$ cat src/chan_cfg_pkg.sv
// Constants, field layouts and carrier types for the channel control register bank.
// Assumes a single 100 MHz clock domain and an AHB-Lite master on the same clock.
//
// Overview of operation
// - Bits 3:0 hold transmit channel.
// - Bits 7:4 hold receive channel.
// - Bits 16:8 are reserved, no function.
// - No vendor or custom bits: standard SFD.
// - Vendor bit: both directions use vendor SFD.
// - Vendor SFD at 110 kbps: 64 symbols.
// - Vendor SFD at 850 kbps: 8/16 from count; the code passes any programmed 8-bit count through.
// - 6.8 Mbps always uses 8-symbol SFD.
// - Vendor bit overrides both custom SFD bits.
// - Bits 19:18 pulse rate: 01=16, 10=64 MHz.
// - Transmit custom clear, vendor clear: standard SFD.
// - Bit 20 selects user SFD for transmit.
// - Bit 21 selects user SFD for receive.
// - Bits 26:22 hold transmit preamble code.
// - Bits 31:27 hold receive preamble code.

package chan_cfg_pkg;

  ////////////////////////////////////////////////////////////////////////////////
  // Register indices; the byte address is four times the index.
  localparam logic [7:0]  CHANNEL_CONFIG_IDX   = 8'h1f;
  localparam logic [7:0]  SFD_SYMBOL_COUNT_CFG_IDX   = 8'h21;
  localparam logic [7:0]  DATA_RATE_CFG_IDX    = 8'h22;
  localparam logic [7:0]  SFD_STATUS_IDX       = 8'h23;

  ////////////////////////////////////////////////////////////////////////////////
  // Field positions of channel_config.
  localparam int          TRANSMIT_CHANNEL_SEL_LSB          = 0;
  localparam int          RECEIVE_CHANNEL_SEL_LSB          = 4;
  localparam int          VENDOR_SFD_BIT       = 17;
  localparam int          RX_PRF_LSB           = 18;
  localparam int          TX_CUSTOM_SFD_BIT    = 20;
  localparam int          RX_CUSTOM_SFD_BIT    = 21;
  localparam int          TX_PREAMBLE_CODE_LSB         = 22;
  localparam int          RX_PREAMBLE_CODE_LSB         = 27;

  // Writable bits of channel_config; bits 16:8 are reserved.
  localparam logic [31:0] CHANNEL_CONFIG_MASK  = 32'hfffe_00ff;
  localparam logic [31:0] CHANNEL_CONFIG_RESET = 32'h0000_0055;

  localparam logic [7:0]  SFD_SYMBOL_COUNT_RESET     = 8'h08;
  localparam logic [7:0]  SFD_LEN_64           = 8'h40;
  localparam logic [7:0]  SFD_LEN_8            = 8'h08;

  ////////////////////////////////////////////////////////////////////////////////
  // Data rate, pulse rate and SFD source encodings.
  typedef enum logic [1:0] {
    RATE_110K = 2'b00,
    RATE_850K = 2'b01,
    RATE_6M8  = 2'b10
  } data_rate_t;

  localparam data_rate_t  DATA_RATE_RESET      = RATE_850K;

  localparam logic [1:0]  PRF_16MHZ            = 2'b01;
  localparam logic [1:0]  PRF_64MHZ            = 2'b10;

  typedef enum logic [1:0] {
    SFD_STANDARD = 2'b00,
    SFD_VENDOR   = 2'b01,
    SFD_USER     = 2'b10
  } sfd_mode_t;

  // Resolved configuration handed to the modem datapath.
  typedef struct packed {
    logic [3:0] tx_channel;
    logic [3:0] rx_channel;
    logic [1:0] rx_prf;
    logic [4:0] tx_preamble_code;
    logic [4:0] rx_preamble_code;
    sfd_mode_t  tx_sfd_mode;
    sfd_mode_t  rx_sfd_mode;
    logic [7:0] sfd_symbol_count;
  } chan_out_t;

endpackage

$ cat src/sfd_source_sel.sv
// SFD source selection for one direction (transmit or receive).
// Assumes the vendor and custom enables come straight from the control register.
`timescale 1ns/100ps

module sfd_source_sel (
  input  wire logic                   vendor_en_i,
  input  wire logic                   custom_en_i,
  output chan_cfg_pkg::sfd_mode_t     mode_o
);

  always_comb begin
    if (vendor_en_i) begin
      mode_o = chan_cfg_pkg::SFD_VENDOR;
    end else if (custom_en_i) begin
      mode_o = chan_cfg_pkg::SFD_USER;
    end else begin
      mode_o = chan_cfg_pkg::SFD_STANDARD;
    end
  end

endmodule // sfd_source_sel

$ cat src/uwb_channel_sfd_control.sv
// Channel control register bank with SFD source and length resolution.
// Assumes an AHB-Lite master on mclk_i; the slave never inserts wait states.
//
// The AHB-Lite register port was chosen for this implementation.
`timescale 1ns/100ps

module uwb_channel_sfd_control (
  input  wire logic                   mclk_i,
  input  wire logic                   rst_n_i,
  // AHB-Lite slave port.
  input  wire logic                   hsel_i,
  input  wire logic [31:0]            haddr_i,
  input  wire logic [1:0]             htrans_i,
  input  wire logic                   hwrite_i,
  input  wire logic [2:0]             hsize_i,
  input  wire logic                   hready_i,
  input  wire logic [31:0]            hwdata_i,
  output logic      [31:0]            hrdata_o,
  output logic                        hreadyout_o,
  output logic                        hresp_o,
  // Resolved configuration.
  output chan_cfg_pkg::chan_out_t     cfg_o,
  output logic                        channel_mismatch_o
);

  ////////////////////////////////////////////////////////////////////////////////
  // Address phase capture.

  logic                               wr_pend_reg;
  logic [7:0]                         wr_idx_reg;
  logic                               addr_ok;
  logic                               access;
  logic [7:0]                         acc_idx;

  // Only word-aligned accesses inside the first 1 KiB decode; writes must also be word sized.
  assign addr_ok = (haddr_i[31:10] == 22'h000000) && (haddr_i[1:0] == 2'b00);
  assign access  = hsel_i && hready_i && htrans_i[1];
  assign acc_idx = haddr_i[9:2];

  always_ff @(posedge mclk_i) begin
    if (!rst_n_i) begin
      wr_pend_reg <= 1'b0;
      wr_idx_reg  <= 8'h00;
    end else if (hready_i) begin
      wr_pend_reg <= access && hwrite_i && addr_ok && (hsize_i == 3'b010);
      wr_idx_reg  <= acc_idx;
    end
  end

  ////////////////////////////////////////////////////////////////////////////////
  // Registers.

  logic [31:0]                        channel_config_reg;
  logic [31:0]                        channel_config_next;
  logic [7:0]                         sfd_symbol_count_reg;
  logic [7:0]                         sfd_symbol_count_next;
  chan_cfg_pkg::data_rate_t           data_rate_reg;
  chan_cfg_pkg::data_rate_t           data_rate_next;
  logic                               wr_chan;
  logic                               wr_len;
  logic                               wr_rate;

  assign wr_chan = wr_pend_reg && (wr_idx_reg == chan_cfg_pkg::CHANNEL_CONFIG_IDX);
  assign wr_len  = wr_pend_reg && (wr_idx_reg == chan_cfg_pkg::SFD_SYMBOL_COUNT_CFG_IDX);
  assign wr_rate = wr_pend_reg && (wr_idx_reg == chan_cfg_pkg::DATA_RATE_CFG_IDX);

  always_comb begin
    channel_config_next = channel_config_reg;
    if (wr_chan) begin
      // Reserved bits stay zero whatever is written.
      channel_config_next = hwdata_i & chan_cfg_pkg::CHANNEL_CONFIG_MASK;
    end
  end

  always_comb begin
    sfd_symbol_count_next = sfd_symbol_count_reg;
    if (wr_len) begin
      sfd_symbol_count_next = hwdata_i[7:0];
    end
  end

  always_comb begin
    data_rate_next = data_rate_reg;
    if (wr_rate) begin
      data_rate_next = chan_cfg_pkg::data_rate_t'(hwdata_i[1:0]);
    end
  end

  always_ff @(posedge mclk_i) begin
    if (!rst_n_i) begin
      channel_config_reg <= chan_cfg_pkg::CHANNEL_CONFIG_RESET;
    end else begin
      channel_config_reg <= channel_config_next;
    end
  end

  always_ff @(posedge mclk_i) begin
    if (!rst_n_i) begin
      sfd_symbol_count_reg <= chan_cfg_pkg::SFD_SYMBOL_COUNT_RESET;
    end else begin
      sfd_symbol_count_reg <= sfd_symbol_count_next;
    end
  end

  always_ff @(posedge mclk_i) begin
    if (!rst_n_i) begin
      data_rate_reg <= chan_cfg_pkg::DATA_RATE_RESET;
    end else begin
      data_rate_reg <= data_rate_next;
    end
  end

  ////////////////////////////////////////////////////////////////////////////////
  // Field extraction and SFD resolution.

  logic [3:0]                         transmit_channel_sel;
  logic [3:0]                         receive_channel_sel;
  logic [1:0]                         rx_prf;
  logic                               vendor_sfd;
  logic                               tx_custom;
  logic                               rx_custom;
  logic [4:0]                         tx_preamble_code;
  logic [4:0]                         rx_preamble_code;
  chan_cfg_pkg::sfd_mode_t            tx_mode;
  chan_cfg_pkg::sfd_mode_t            rx_mode;
  logic [7:0]                         sfd_len;

  assign transmit_channel_sel    = channel_config_reg[chan_cfg_pkg::TRANSMIT_CHANNEL_SEL_LSB +: 4];
  assign receive_channel_sel    = channel_config_reg[chan_cfg_pkg::RECEIVE_CHANNEL_SEL_LSB +: 4];
  assign vendor_sfd = channel_config_reg[chan_cfg_pkg::VENDOR_SFD_BIT];
  assign rx_prf     = channel_config_reg[chan_cfg_pkg::RX_PRF_LSB +: 2];
  assign tx_custom  = channel_config_reg[chan_cfg_pkg::TX_CUSTOM_SFD_BIT];
  assign rx_custom  = channel_config_reg[chan_cfg_pkg::RX_CUSTOM_SFD_BIT];
  assign tx_preamble_code   = channel_config_reg[chan_cfg_pkg::TX_PREAMBLE_CODE_LSB +: 5];
  assign rx_preamble_code   = channel_config_reg[chan_cfg_pkg::RX_PREAMBLE_CODE_LSB +: 5];

  sfd_source_sel u_tx_sfd (
    .vendor_en_i (vendor_sfd),
    .custom_en_i (tx_custom),
    .mode_o      (tx_mode)
  );

  sfd_source_sel u_rx_sfd (
    .vendor_en_i (vendor_sfd),
    .custom_en_i (rx_custom),
    .mode_o      (rx_mode)
  );

  // Length follows the data rate; 110 kbps is always 64 symbols and 6.8 Mbps
  // always 8. At 850 kbps a non-standard transmit SFD takes the programmed count.
  always_comb begin
    sfd_len = chan_cfg_pkg::SFD_LEN_8;
    unique case (data_rate_reg)
      chan_cfg_pkg::RATE_110K: begin
        sfd_len = chan_cfg_pkg::SFD_LEN_64;
      end
      chan_cfg_pkg::RATE_850K: begin
        if (tx_mode != chan_cfg_pkg::SFD_STANDARD) begin
          sfd_len = sfd_symbol_count_reg;
        end else begin
          sfd_len = chan_cfg_pkg::SFD_LEN_8;
        end
      end
      chan_cfg_pkg::RATE_6M8: begin
        sfd_len = chan_cfg_pkg::SFD_LEN_8;
      end
      default: begin
        sfd_len = chan_cfg_pkg::SFD_LEN_8;
      end
    endcase
  end

  ////////////////////////////////////////////////////////////////////////////////
  // Registered outputs toward the modem.

  always_ff @(posedge mclk_i) begin
    if (!rst_n_i) begin
      cfg_o <= '0;
    end else begin
      cfg_o.tx_channel  <= transmit_channel_sel;
      cfg_o.rx_channel  <= receive_channel_sel;
      cfg_o.rx_prf      <= rx_prf;
      cfg_o.tx_preamble_code    <= tx_preamble_code;
      cfg_o.rx_preamble_code    <= rx_preamble_code;
      cfg_o.tx_sfd_mode <= tx_mode;
      cfg_o.rx_sfd_mode <= rx_mode;
      cfg_o.sfd_symbol_count  <= sfd_len;
    end
  end

  // Flags a software slip: channels differ or a value outside 1-5, 7.
  logic                               chan_bad;

  always_comb begin
    chan_bad = (transmit_channel_sel != receive_channel_sel);
    unique case (transmit_channel_sel)
      4'h1, 4'h2, 4'h3, 4'h4, 4'h5, 4'h7: begin
      end
      default: begin
        chan_bad = 1'b1;
      end
    endcase
  end

  always_ff @(posedge mclk_i) begin
    if (!rst_n_i) begin
      channel_mismatch_o <= 1'b0;
    end else begin
      channel_mismatch_o <= chan_bad;
    end
  end

  ////////////////////////////////////////////////////////////////////////////////
  // Read path. Register reads use the next values so a read right after a write sees it; status uses cfg_o.

  logic [31:0]                        rd_data;
  logic [31:0]                        status_word;

  assign status_word = {16'h0000, cfg_o.sfd_symbol_count, 3'b000, channel_mismatch_o,
                        cfg_o.rx_sfd_mode, cfg_o.tx_sfd_mode};

  always_comb begin
    rd_data = 32'h0000_0000;
    if (access && !hwrite_i && addr_ok) begin
      unique case (acc_idx)
        chan_cfg_pkg::CHANNEL_CONFIG_IDX: begin
          rd_data = channel_config_next;
        end
        chan_cfg_pkg::SFD_SYMBOL_COUNT_CFG_IDX: begin
          rd_data = {24'h000000, sfd_symbol_count_next};
        end
        chan_cfg_pkg::DATA_RATE_CFG_IDX: begin
          rd_data = {30'h00000000, data_rate_next};
        end
        chan_cfg_pkg::SFD_STATUS_IDX: begin
          rd_data = status_word;
        end
        default: begin
          rd_data = 32'h0000_0000;
        end
      endcase
    end
  end

  always_ff @(posedge mclk_i) begin
    if (!rst_n_i) begin
      hrdata_o <= 32'h0000_0000;
    end else if (hready_i) begin
      hrdata_o <= rd_data;
    end
  end

  // Zero wait states and OKAY for every transfer.
  always_ff @(posedge mclk_i) begin
    if (!rst_n_i) begin
      hreadyout_o <= 1'b1;
      hresp_o     <= 1'b0;
    end else begin
      hreadyout_o <= 1'b1;
      hresp_o     <= 1'b0;
    end
  end

endmodule // uwb_channel_sfd_control

$ cat config.mk
export PLATFORM = sky130hd
export DESIGN_NAME = uwb_channel_sfd_control
export DESIGN_NICKNAME = d
export VERILOG_FILES = /design/src/chan_cfg_pkg.sv /design/src/sfd_source_sel.sv /design/src/uwb_channel_sfd_control.sv
export SDC_FILE = /design/constraint.sdc
export NUM_CORES = 1
export LEC_CHECK = 0
export ABC_CLOCK_PERIOD_IN_PS = 3800
export BUFFER_PORTS_ARGS = -buffer_cell sky130_fd_sc_hd__clkbuf_2
export CAP_MARGIN = 10
export CORE_MARGIN = 8
export CORE_UTILIZATION = 53
export DETAILED_ROUTE_END_ITERATION = 7
export PLACE_DENSITY = 0.84
export SLEW_MARGIN = 20
export SYNTH_ARGS = -nofsm -noshare
export SYNTH_HDL_FRONTEND = slang
export SYNTH_SLANG_ARGS = --single-unit
$ cat constraint.sdc
create_clock -name mclk_i -period 3.8 [get_ports mclk_i]
set_input_delay 0.19 -clock mclk_i [delete_from_list [all_inputs] [get_ports mclk_i]]
set_output_delay 0.19 -clock mclk_i [all_outputs]
set_load 0.02 [all_outputs]
[Yosys cells after proc, flatten, opt, wreduce, memory -nomap -nowiden]
Index checks and enable logic that the tools add are counted.
W data, S select, Z words.
Storage, ports and cells
  register bits after elaboration: 116
  output and inout port bits: 67
  logic and storage cells: 63
Operators by class
  equal/unequal tests: 16
  multiplexer cells: 12
  bitwise logic cells: 1
  reductions and logical operators: 18
Operators by type and width (number)
  $pmux W32 S4: 1
  $mux W32: 2
  $eq A8 B6 Y1 const B: 5
  $logic_not A22 Y1: 1
  $eq A8 B5 Y1 const B: 2
  $mux W8: 2
  $pmux W8 S2: 1
  $eq A4 B3 Y1 const B: 3
  $logic_and A1 B1 Y1: 11
  $eq A4 B2 Y1 const B: 2
  $mux W2: 4
  $reduce_or A6 Y1: 1
  $eq A4 B1 Y1 const B: 1
  $logic_not A2 Y1: 2
  $ne A4 B4 Y1: 1
  $eq A3 B2 Y1 const B: 1
  $eq A2 B1 Y1 const B: 1
  $mux W1: 2
  $reduce_bool A2 Y1: 1
  $reduce_or A2 Y1: 1
  $logic_not A1 Y1: 1
  $not A1 Y1: 1

[Longest topological paths before layout]
Gate-level depths: netlist of the first run.
  depth after elaboration: 5
  mapped depth: 7
  depth with buffers taken out: 5

[Hierarchy]
Synthesis of the first run repeated with hierarchy kept, for this count alone.
Unflattened totals
  cell total of the unflattened synthesis: 424
  area total of the unflattened synthesis: 4299.1 um^2
By module, submodules not included
  uwb_channel_sfd_control: times used 1, cells each 420, area an instance 4256.6 um^2, seq. area each 2322.2 um^2
  sfd_source_sel: times used 2, cells each 2, area an instance 21.3 um^2, seq. area each 0.0 um^2

[Worst setup path before layout of the first run]
OpenSTA, ideal clock, no wires.
  kind: register to register
  from: reg wr_idx_reg[2]
  to: reg hrdata_o[0]
  arrival time: 1.942 ns
  data required time: 3.675 ns
  path slack: 1.733 ns
  stages on the path, launching flop included: 7
  buffers on the path: 1
  period minus slack after synthesis: 2.067 ns
  path through: dfxtp_1 > or4b_4 > or3_1 > buf_6 > mux2_4 > a222oi_1 > o21ai_1
On the way
  longest elaborated chain between the ends: 5
RTL lines
  start: declaration: RTL line uwb_channel_sfd_control.sv:30  | logic [7:0] wr_idx_reg;
  start signal: assignment: RTL line uwb_channel_sfd_control.sv:46  | wr_idx_reg <= acc_idx;
  $eq A8 B6 Y1 (tied with other cells): RTL line uwb_channel_sfd_control.sv:65  | assign wr_rate = wr_pend_reg && (wr_idx_reg == chan_cfg_pkg::DATA_RATE_CFG_IDX);
  $logic_and A1 B1 Y1, on equally long branches: RTL line uwb_channel_sfd_control.sv:65, uwb_channel_sfd_control.sv:63, uwb_channel_sfd_control.sv:64
  $mux W2 (tied with other cells): RTL line uwb_channel_sfd_control.sv:84  | if (wr_rate) begin
  $pmux W32 S4 *: RTL line uwb_channel_sfd_control.sv:225  | unique case (acc_idx)
  $mux W32 *: RTL line uwb_channel_sfd_control.sv:224  | if (access && !hwrite_i && addr_ok) begin
  end signal: assignment: RTL line uwb_channel_sfd_control.sv:249  | hrdata_o <= rd_data;
  end: declaration: RTL line uwb_channel_sfd_control.sv:18  | output logic [31:0] hrdata_o,
Mark *: on every way between the ends. The rest lies on a longest branch, timed or not.
A chain may end at the register's enable or synchronous reset.

[Worst setup path after layout of the first run]
  from: reg wr_idx_reg[7]
  to: reg hrdata_o[0]
Same word-level chain as after synthesis.

==> results.py, run 1 <==
metrics = {
    "worst_hold_path": {
        "min_path_type": "in -> reg",
        "whs_path_depth": 3,
    },
    "timing": {
        "tightest_slew_ps": 635,
        "final.min_clock_period_ps": 2610,
        "fin_tns_setup_ps": 0,
        "holdWs_ps": 27.6,
        "setup_ws_ps": 1190,
        "clock_skew_ps": 8.20,
        "final-hold-violation-count": 0,
        "fmax_mhz": 383,
        "fin_crit_sh_pct": 68.8,
        "drv_slew": 0,
        "slew_headroom_pct": 57.6,
        "rsz0062_at_grt": "false",
        "setup_viol": 0,
    },
    "power_and_ir_drop": {
        "max-vdd-ir-drop_mv": 0.318,
        "power_mw": 2.85,
        "leakagePower_nw": 2.55,
        "powerDensity_nw_per_um2": 503,
    },
    "worst_setup_path": {
        "critPathRequiredTime_ps": 4180,
        "end_kind": "flop",
        "crit_type": "reg -> reg",
        "timing.rr.start": "wr_idx_reg[7]$_SDFFE_PN0P_",
        "timing.rr.end": "hrdata_o[0]$_SDFFE_PN0P_",
        "path_max_fanout": 23,
        "crit_path_cell_trace": "or2_4, or4_1, buf_4, mux2_4, a222oi_1, o21ai_1",
        "startpoint_type": "flop",
        "critical_path_arrival_ps": 2990,
        "cp-startpoint": "wr_idx_reg[7]$_SDFFE_PN0P_",
        "r2r_setup_slack_ps": 1190,
        "reg2reg_depth": 6,
        "cpLargestDelayFamily": "simple AND/OR/NAND/NOR gates",
        "path_buf_inv": 1,
        "cpPeakStageDelay_ps": 740,
        "worstSetupPathDepth": 6,
        "cp-endpoint": "hrdata_o[0]$_SDFFE_PN0P_",
        "slowest_stage": "or4_1",
    },
    "cts": {
        "cts_buffers": 17,
        "clock_latency_ps": 500,
        "cts.sinks": 115,
        "cts_tree": "yes",
        "clkTransAtPathRegs_ps": 60,
        "cts_resized": 0,
        "htreeDepth": 4,
        "post-cts-setup-buffers": 0,
        "hold_buffers": 29,
        "ctsLongestPathBuffers": 2,
        "root_buffer": "clkbuf_8",
    },
    "outcome": {
        "outcome": "finished clean",
    },
    "placement": {
        "place_hpwl_mm": 7.74,
        "dp_cells": 619,
        "dp_slack_ps": 1230,
        "port_buffers": 128,
        "place.gp.congestion": 0.830,
        "place_area_um2": 4800,
    },
    "grt": {
        "grt_util_all_layers_pct": 22.0,
        "overflow": 0,
        "grt_pass1_wl_mm": 19.2,
        "grt_pass1_vias": 3894,
        "antenna_found_initial": 0,
        "grt_max_degree": 43,
    },
    "layout": {
        "layout.nets": 639,
        "area.sequential_um2": 2300,
        "antennaDiodeCount": 0,
        "final_util_pct": 74.4,
        "stdcell_count": 680,
        "drive_gt1_share_pct": 30.1,
        "nFillCells": 534,
        "final_common_cell": "clkbuf_2",
        "multiInputGateArea_um2": 1650,
        "syn_to_final_growth_pct": 38.1,
        "final_cell_mix": "clkbuf_2, dfxtp_1, nand2_1",
        "stdcell_area_um2": 5660,
    },
    "floorplanning": {
        "num_rows": 32,
        "die_w_um": 104,
        "fp.dieH_um": 104,
        "die_area_um2": 10800,
        "ios": 141,
        "start_util_pct": 53.9,
        "fp.coreArea_um2": 7610,
    },
    "synth": {
        "yosysSeqAreaShare_pct": 56.2,
        "synth_edf_count": 0,
        "synthDistinctLibCells": 45,
        "synth_ff_type": "dfxtp_1",
        "yosysTopAreaCellShare_pct": 56.2,
        "yosysWarnings": 0,
        "yosysTopAreaCell": "dfxtp_1",
        "synth-seq-cells": 115,
        "syn_nets": 482,
        "synth.area.top_cells": "dfxtp_1, mux2i_1, a22o_1, nand2_1, and2_1",
        "synthesis.area_um2": 4100,
        "avgSynthCellArea_um2": 10.0,
        "synth_cells": 408,
        "synthArstFlopShare_pct": 0,
    },
    "route": {
        "viasPerCell": 5.44,
        "drt_wl_total_mm": 11.8,
        "wl_per_cell_um": 17.3,
        "firstDrtPassIters": 5,
        "final_antenna_net_count": 0,
        "vias": 3701,
        "drtIter0Drc": 232,
        "drc_errors": 0,
    },
    "run": {
        "drv_cap": 0,
    },
}
## worst min-delay path: stages
cell and delay, ps:
clkbuf_2 130, mux2i_1 90, nor2_1 80
## worst min-delay path by stage
stage / slack, ps / startpoint / to
after CTS: 10 / haddr_i[3] / wr_idx_reg[1]$_SDFFE_PN0P_
after global routing: 20 / haddr_i[3] / wr_idx_reg[1]$_SDFFE_PN0P_
final: 30 / haddr_i[3] / wr_idx_reg[1]$_SDFFE_PN0P_
after detailed placement: 440 / channel_config_reg[18]$_SDFF_PN0_ / cfg_o[22]$_SDFF_PN0_
after floorplan: 320 / hwdata_i[0] / data_rate_reg[0]$_SDFF_PN1_
after global placement: 430 / channel_config_reg[31]$_SDFF_PN0_ / cfg_o[16]$_SDFF_PN0_
## synth_stat cells, types with 3 or more instances
master and number:
a21oi_1 22, a22o_1 23, a22oi_1 8, and2_1 29
and3_1 9, buf_4 4, clkbuf_1 17, dfxtp_1 115
inv_1 7, mux2i_1 24, nand2_1 53, nand3_1 3
nand4b_1 4, nor2_1 28, nor3b_1 3, nor4_1 6
o21ai_0 10, o221ai_1 3, o22ai_1 3
## routing by layer
layer  vias up  part of all wire [%]  GRT usage, %
met2       181                    50          38.2
li1       1739                     -             -
met3        36                   7.8          8.05
met5         -                     0             0
met4         0                   3.3          11.2
met1      1745                    39          22.8
## power by group
part	internal [mW]	leakage, nW	switching, mW
clock network	0.935	0.267	0.573
logic	0.0596	1.35	0.0618
registers	1.21	0.930	0.00521
total	2.21	2.55	0.640
## final cells by class
class                           instances  share of cell area, %
Multi-Input combinational cell        261                   29.2
Tap cell                              102                   2.25
Sequential cell                       115                   40.7
Clock inverter                         15                   2.83
Timing Repair Buffer                  163                   17.2
Inverter                                7                  0.464
Clock buffer                           17                   7.32
## logic make-up after synthesis
family,share of synthesized area [%]
buffers and inverters,3.54
xor gates and xnor gates,0.427
muxes,6.87
and+or+nand+nor,20.2
AOI/OAI and AO/OA,12.6
other,0.183
DFF,56.2
Power figures use the tool's default switching activity.
==> run 2, diff against run 1 <==
ABC_CLOCK_PERIOD_IN_PS = 2250   (was 3800)
CORE_UTILIZATION = 45   (was 53)
PLACE_DENSITY = 0.76   (was 0.84)
clock period = 2.25 ns   (was 3.8 ns; I/O delays follow)
==> run 2 against run 1 <==
Compared with the run above: final area up 1.9%; non-clock buffer count rose by 8; via count decreased by 1.9%; die area grew 15%; sequential cell count did not move; global-route usage shrank 3.0 points; clock power grew 67%; critical path type unchanged; largest cell class unchanged.
==> results.py, run 2 (synthesis results as in run 1) <==
metrics = {
    "worst_setup_path": {
        "timing.rr.end": "hrdata_o[4]$_SDFFE_PN0P_",
        "crit_path_cell_trace": "or4b_4, or3_4, buf_4, mux2i_2, o221ai_1, a22o_1",
        "startpoint_type": "flop",
        "crit_type": "reg -> reg",
        "timing.rr.start": "wr_idx_reg[4]$_SDFFE_PN0P_",
        "critical_path_arrival_ps": 2590,
        "reg2reg_depth": 6,
        "cp-startpoint": "wr_idx_reg[4]$_SDFFE_PN0P_",
        "path_max_fanout": 6,
        "critPathRequiredTime_ps": 2640,
        "r2r_setup_slack_ps": 50,
        "cp-endpoint": "hrdata_o[4]$_SDFFE_PN0P_",
        "cpPeakStageDelay_ps": 580,
        "slowest_stage": "or4b_4",
        "end_kind": "flop",
    },
    "route": {
        "vias": 3630,
        "drt_wl_total_mm": 11.9,
        "wl_per_cell_um": 17.1,
        "drtIter0Drc": 146,
        "firstDrtPassIters": 4,
        "viasPerCell": 5.22,
        "final_antenna_net_count": 0,
        "drc_errors": 0,
    },
    "grt": {
        "grt_busiest_layer": "met2",
        "gr-usage-met2_pct": 32.7,
        "grt_pass1_wl_mm": 19.1,
        "grt.met1_usage_pct": 21.0,
        "antenna_found_initial": 0,
        "overflow": 0,
        "grt_max_degree": 39,
        "use_met3_pct": 6.18,
        "grt_pass1_vias": 3854,
        "grt_util_all_layers_pct": 19.0,
    },
    "timing": {
        "fin_tns_setup_ps": 0,
        "drv_slew": 0,
        "setup_viol": 0,
        "fmax_mhz": 456,
        "final.min_clock_period_ps": 2200,
        "clock_skew_ps": 9.37,
        "tightest_slew_ps": 713,
        "setup_ws_ps": 54.9,
        "fin_crit_sh_pct": 97.6,
        "final-hold-violation-count": 0,
        "slew_headroom_pct": 52.3,
    },
    "layout": {
        "stdcell_count": 696,
        "final_common_cell": "clkbuf_2",
        "area.sequential_um2": 2300,
        "antennaDiodeCount": 0,
        "drive_gt1_share_pct": 31.3,
        "final_cell_mix": "clkbuf_2, dfxtp_1, nand2_1",
        "syn_to_final_growth_pct": 40.8,
        "nFillCells": 725,
        "layout.nets": 647,
        "stdcell_area_um2": 5770,
        "multiInputGateArea_um2": 1690,
    },
    "cts": {
        "cts_buffers": 17,
        "clock_latency_ps": 500,
        "cts_tree": "yes",
        "cts.sinks": 115,
        "ctsLongestPathBuffers": 2,
        "htreeDepth": 4,
        "clkTransAtPathRegs_ps": 60,
        "root_buffer": "clkbuf_8",
    },
    "placement": {
        "place.gp.congestion": 0.845,
        "place_hpwl_mm": 8.36,
        "dp_slack_ps": 59.8,
        "port_buffers": 128,
        "dp_cells": 633,
        "place_area_um2": 4860,
    },
    "floorplanning": {
        "die_w_um": 111,
        "start_util_pct": 45.4,
        "ios": 141,
        "fp.coreArea_um2": 9020,
        "die_area_um2": 12400,
        "fp.dieH_um": 111,
        "num_rows": 35,
    },
    "power_and_ir_drop": {
        "leakagePower_nw": 2.57,
        "p_clk_share_pct": 52.6,
        "pwr-share-seq_pct": 43.0,
        "p_sw_mw": 1.02,
        "netSwitchingFraction_pct": 21.2,
        "max-vdd-ir-drop_mv": 0.605,
        "combPwrFrac_pct": 4.4,
        "powerDensity_nw_per_um2": 830,
        "p_int_mw": 3.77,
        "power_mw": 4.79,
    },
    "outcome": {
        "outcome": "finished clean",
    },
    "worst_hold_path": {
        "min_path_type": "in -> reg",
    },
    "run": {
        "drv_cap": 0,
    },
}
==> run 2: cell types whose count changed in the layout (fill, tap and decap cells not counted), sizes merged <==
cell / before / now
buf: 6 / 12
dlygate4sd3: 29 / 31
clkbuf: 145 / 149
clkinvlp: 5 / 2
inv: 9 / 7
==> run 2: per-layer routing <==
metal | wire length [um] | vias to the layer above
li1 | - | 1769
met1 | 5040 | 1723
met2 | 6010 | 130
met3 | 746 | 8
met4 | 129 | 0
met5 | 0 | -
==> run 2: power by group through the flow <==
| stage | Sequential [mW] | Clock [mW] | Combinational (mW) |
|---|---|---|---|
| final | 2.06 | 2.52 | 0.211 |
| after CTS | 2.06 | 2.55 | 0.209 |
| after global routing | 2.06 | 2.64 | 0.228 |
| after detailed placement | 2.10 | 0 | 0.165 |
| after floorplan | 2.11 | 0 | 0.0696 |
| after global placement | 2.10 | 0 | 0.161 |
==> run 2: worst max-delay path, delay by kind of cell, from the launching register on <==
kind            cells  cell delay [ps]
buf+inv             1              190
mux                 1              210
flops               1              330
simple gates        2              980
compound gates      2              370
==> run 2: worst min-delay path by stage <==
stage,from,end,depth (start not counted)
global placement,hwdata_i[18],channel_config_reg[18]$_SDFF_PN0_,3
finish,hsize_i[1],wr_pend_reg$_SDFFE_PN0P_,4
floorplan,hwdata_i[0],data_rate_reg[0]$_SDFF_PN1_,2
CTS,hsize_i[1],wr_pend_reg$_SDFFE_PN0P_,4
global route,hsize_i[1],wr_pend_reg$_SDFFE_PN0P_,4
detailed placement,hwdata_i[19],channel_config_reg[19]$_SDFF_PN0_,3
==> run 2: per-stage QoR <==
stage	hold slack, ps	util (%)
floorplan	241	-
global placement	360	53.8
detailed placement	370	53.8
CTS	0.324	63.6
global route	30.3	64.0
finish	18.1	64.0
==> run 2: cell type report <==
cell class                      instances  area share (%)
Clock inverter                         10            1.89
Inverter                                7           0.455
Clock buffer                           21            7.79
Tap cell                              111            2.41
Multi-Input combinational cell        261            29.2
Timing Repair Buffer                  171            18.3
Sequential cell                       115            39.9
==> run 2: timing repair <==
| item | in CTS | in global routing |
|---|---|---|
| hold endpoints to repair | 39 | 0 |
| setup endpoints to repair | 1 | 5 |
| resized for setup | 2 | 6 |
| pin swaps | 0 | 1 |
| setup buffers | 0 | 1 |
| hold buffers | 31 | 0 |
==> run 3, diff against run 2 <==
CORE_ASPECT_RATIO = 0.7   (was unset)
==> run 3 against run 2 <==
Compared with the run above: non-clock buffer count is 3 lower; largest cell class unchanged; register-to-register slack hardly changed; fmax is 0.27% lower; clock skew is 1.6 ps lower; highest routed layer unchanged; power is 6.3% higher; sequential cell count stayed put; final cell count is 1.6% higher; final area is 0.87% higher; die area is 0.39% higher.
==> results.py, run 3 (synthesis results as in run 1) <==
metrics = {
    "run": {
        "drv_cap": 0,
    },
    "route": {
        "vias": 3605,
        "drtIter0Drc": 218,
        "final_antenna_net_count": 0,
        "wl_per_cell_um": 17.0,
        "viasPerCell": 5.10,
        "drc_errors": 0,
        "firstDrtPassIters": 4,
        "drt_wl_total_mm": 12.0,
    },
    "timing": {
        "fin_tns_setup_ps": 0,
        "setup_viol": 0,
        "rsz0062_at_grt": "false",
        "slew_headroom_pct": 56.0,
        "clock_skew_ps": 7.82,
        "tightest_slew_ps": 659,
        "setup_ws_ps": 48.9,
        "fin_crit_sh_pct": 97.8,
        "drv_slew": 0,
        "final-hold-violation-count": 0,
        "final.min_clock_period_ps": 2200,
        "fmax_mhz": 454,
    },
    "floorplanning": {
        "num_rows": 29,
        "ios": 141,
        "fp.dieH_um": 95.9,
        "start_util_pct": 45.7,
        "die_area_um2": 12500,
        "fp.coreArea_um2": 8960,
        "die_w_um": 130,
    },
    "layout": {
        "area.sequential_um2": 2300,
        "multiInputGateArea_um2": 1680,
        "final_util_pct": 64.9,
        "final_cell_mix": "clkbuf_2, dfxtp_1, nand2_1",
        "drive_gt1_share_pct": 31.2,
        "nFillCells": 737,
        "layout.nets": 644,
        "final_common_cell": "clkbuf_2",
        "antennaDiodeCount": 0,
        "syn_to_final_growth_pct": 42.0,
    },
    "cts": {
        "htreeDepth": 4,
        "ctsLongestPathBuffers": 2,
        "cts_tree": "yes",
        "clock_latency_ps": 400,
        "root_buffer": "clkbuf_16",
        "clkTransAtPathRegs_ps": 50,
        "cts.sinks": 115,
        "cts_buffers": 17,
        "post-cts-setup-buffers": 0,
    },
    "power_and_ir_drop": {
        "leakagePower_nw": 2.61,
        "powerDensity_nw_per_um2": 874,
        "max-vdd-ir-drop_mv": 0.617,
    },
    "worst_setup_path": {
        "path_max_fanout": 6,
        "crit_type": "reg -> reg",
        "startpoint_type": "flop",
        "critPathRequiredTime_ps": 2550,
        "timing.rr.end": "hrdata_o[2]$_SDFFE_PN0P_",
        "timing.rr.start": "wr_idx_reg[2]$_SDFFE_PN0P_",
        "r2r_setup_slack_ps": 50,
        "reg2reg_depth": 6,
        "end_kind": "flop",
        "critical_path_arrival_ps": 2500,
    },
    "grt": {
        "grt_pass1_wl_mm": 18.8,
        "grt_max_degree": 39,
        "overflow": 0,
        "grt_util_all_layers_pct": 19.7,
        "antenna_found_initial": 0,
        "grt_pass1_vias": 3800,
    },
    "worst_hold_path": {
        "min_to": "sfd_symbol_count_reg[7]$_SDFF_PN0_",
        "whs_path_depth": 3,
        "holdCritStartpoint": "hwdata_i[7]",
        "min_path_type": "in -> reg",
    },
    "placement": {
        "place_hpwl_mm": 8.54,
        "place.gp.congestion": 0.831,
        "port_buffers": 128,
        "dp_slack_ps": 39.1,
    },
    "outcome": {
        "outcome": "finished clean",
    },
}
run 3: changes by cell type in the layout (fill, tap and decap cells not counted), sizes merged:
| cell | before | now |
|---|---|---|
| buf | 12 | 14 |
| bufinv | 2 | 4 |
| clkbuf | 149 | 151 |
| clkinv | 6 | 4 |
| clkinvlp | 2 | 1 |
| dlygate4sd3 | 31 | 26 |
run 3: where the power goes:
group	internal, mW	switching, mW	leakage [nW]
clock network	1.94	0.882	0.307
logic	0.104	0.107	1.38
registers	2.05	0.00690	0.930
total	4.09	0.997	2.61
run 3: what timing repair did:
item	in CTS	in global routing
endpoints found under the setup margin	0	4
hold buffers	26	0
resized for setup	0	5
endpoints found under the hold margin	27	0
run 3: worst max-delay path by stage:
stage | startpoint | end | slack [ps] | depth (start not counted)
floorplan | wr_idx_reg[2]$_SDFFE_PN0P_ | hrdata_o[0]$_SDFFE_PN0P_ | 180 | 6
global placement | wr_idx_reg[2]$_SDFFE_PN0P_ | hrdata_o[2]$_SDFFE_PN0P_ | 120 | 6
detailed placement | wr_idx_reg[2]$_SDFFE_PN0P_ | hrdata_o[2]$_SDFFE_PN0P_ | 40 | 6
CTS | wr_idx_reg[2]$_SDFFE_PN0P_ | hrdata_o[2]$_SDFFE_PN0P_ | 20 | 6
global route | wr_idx_reg[2]$_SDFFE_PN0P_ | hrdata_o[2]$_SDFFE_PN0P_ | 2 | 6
finish | wr_idx_reg[2]$_SDFFE_PN0P_ | hrdata_o[2]$_SDFFE_PN0P_ | 50 | 6
run 3: metal layers:
| metal | GRT usage [%] | share of wire (%) | routed length (um) |
|---|---|---|---|
| met5 | 0 | 0 | 0 |
| met3 | 7.80 | 7.8 | 934 |
| met4 | 6.26 | 0.91 | 109 |
| met1 | 22.5 | 44 | 5290 |
| met2 | 33.4 | 47 | 5670 |
run 3: worst max-delay path, cell delays in order, from the launching register on:
cell      delay [ps]
dfxtp_1          320
or4b_4           580
or3_4            410
buf_4            200
mux2i_2          220
o221ai_1         160
a22o_1           210
run 3: through the flow:
step,instances,hold WS (ps),instance area [um^2],total power [mW]
after floorplan,408,241,4100,2.18
after global placement,649,362,4900,2.27
after detailed placement,649,365,4900,2.27
after CTS,707,6.65,5790,5.11
after global routing,707,33.0,5820,5.24
final,707,19.6,5820,5.09
run 3: area by class of cell:
| class | instances | share of cell area [%] |
|---|---|---|
| Sequential cell | 115 | 39.6 |
| Multi-Input combinational cell | 261 | 28.9 |
| Timing Repair Buffer | 168 | 17.6 |
| Clock buffer | 23 | 8.21 |
| Tap cell | 124 | 2.67 |
| Clock inverter | 9 | 2.60 |
| Inverter | 7 | 0.452 |
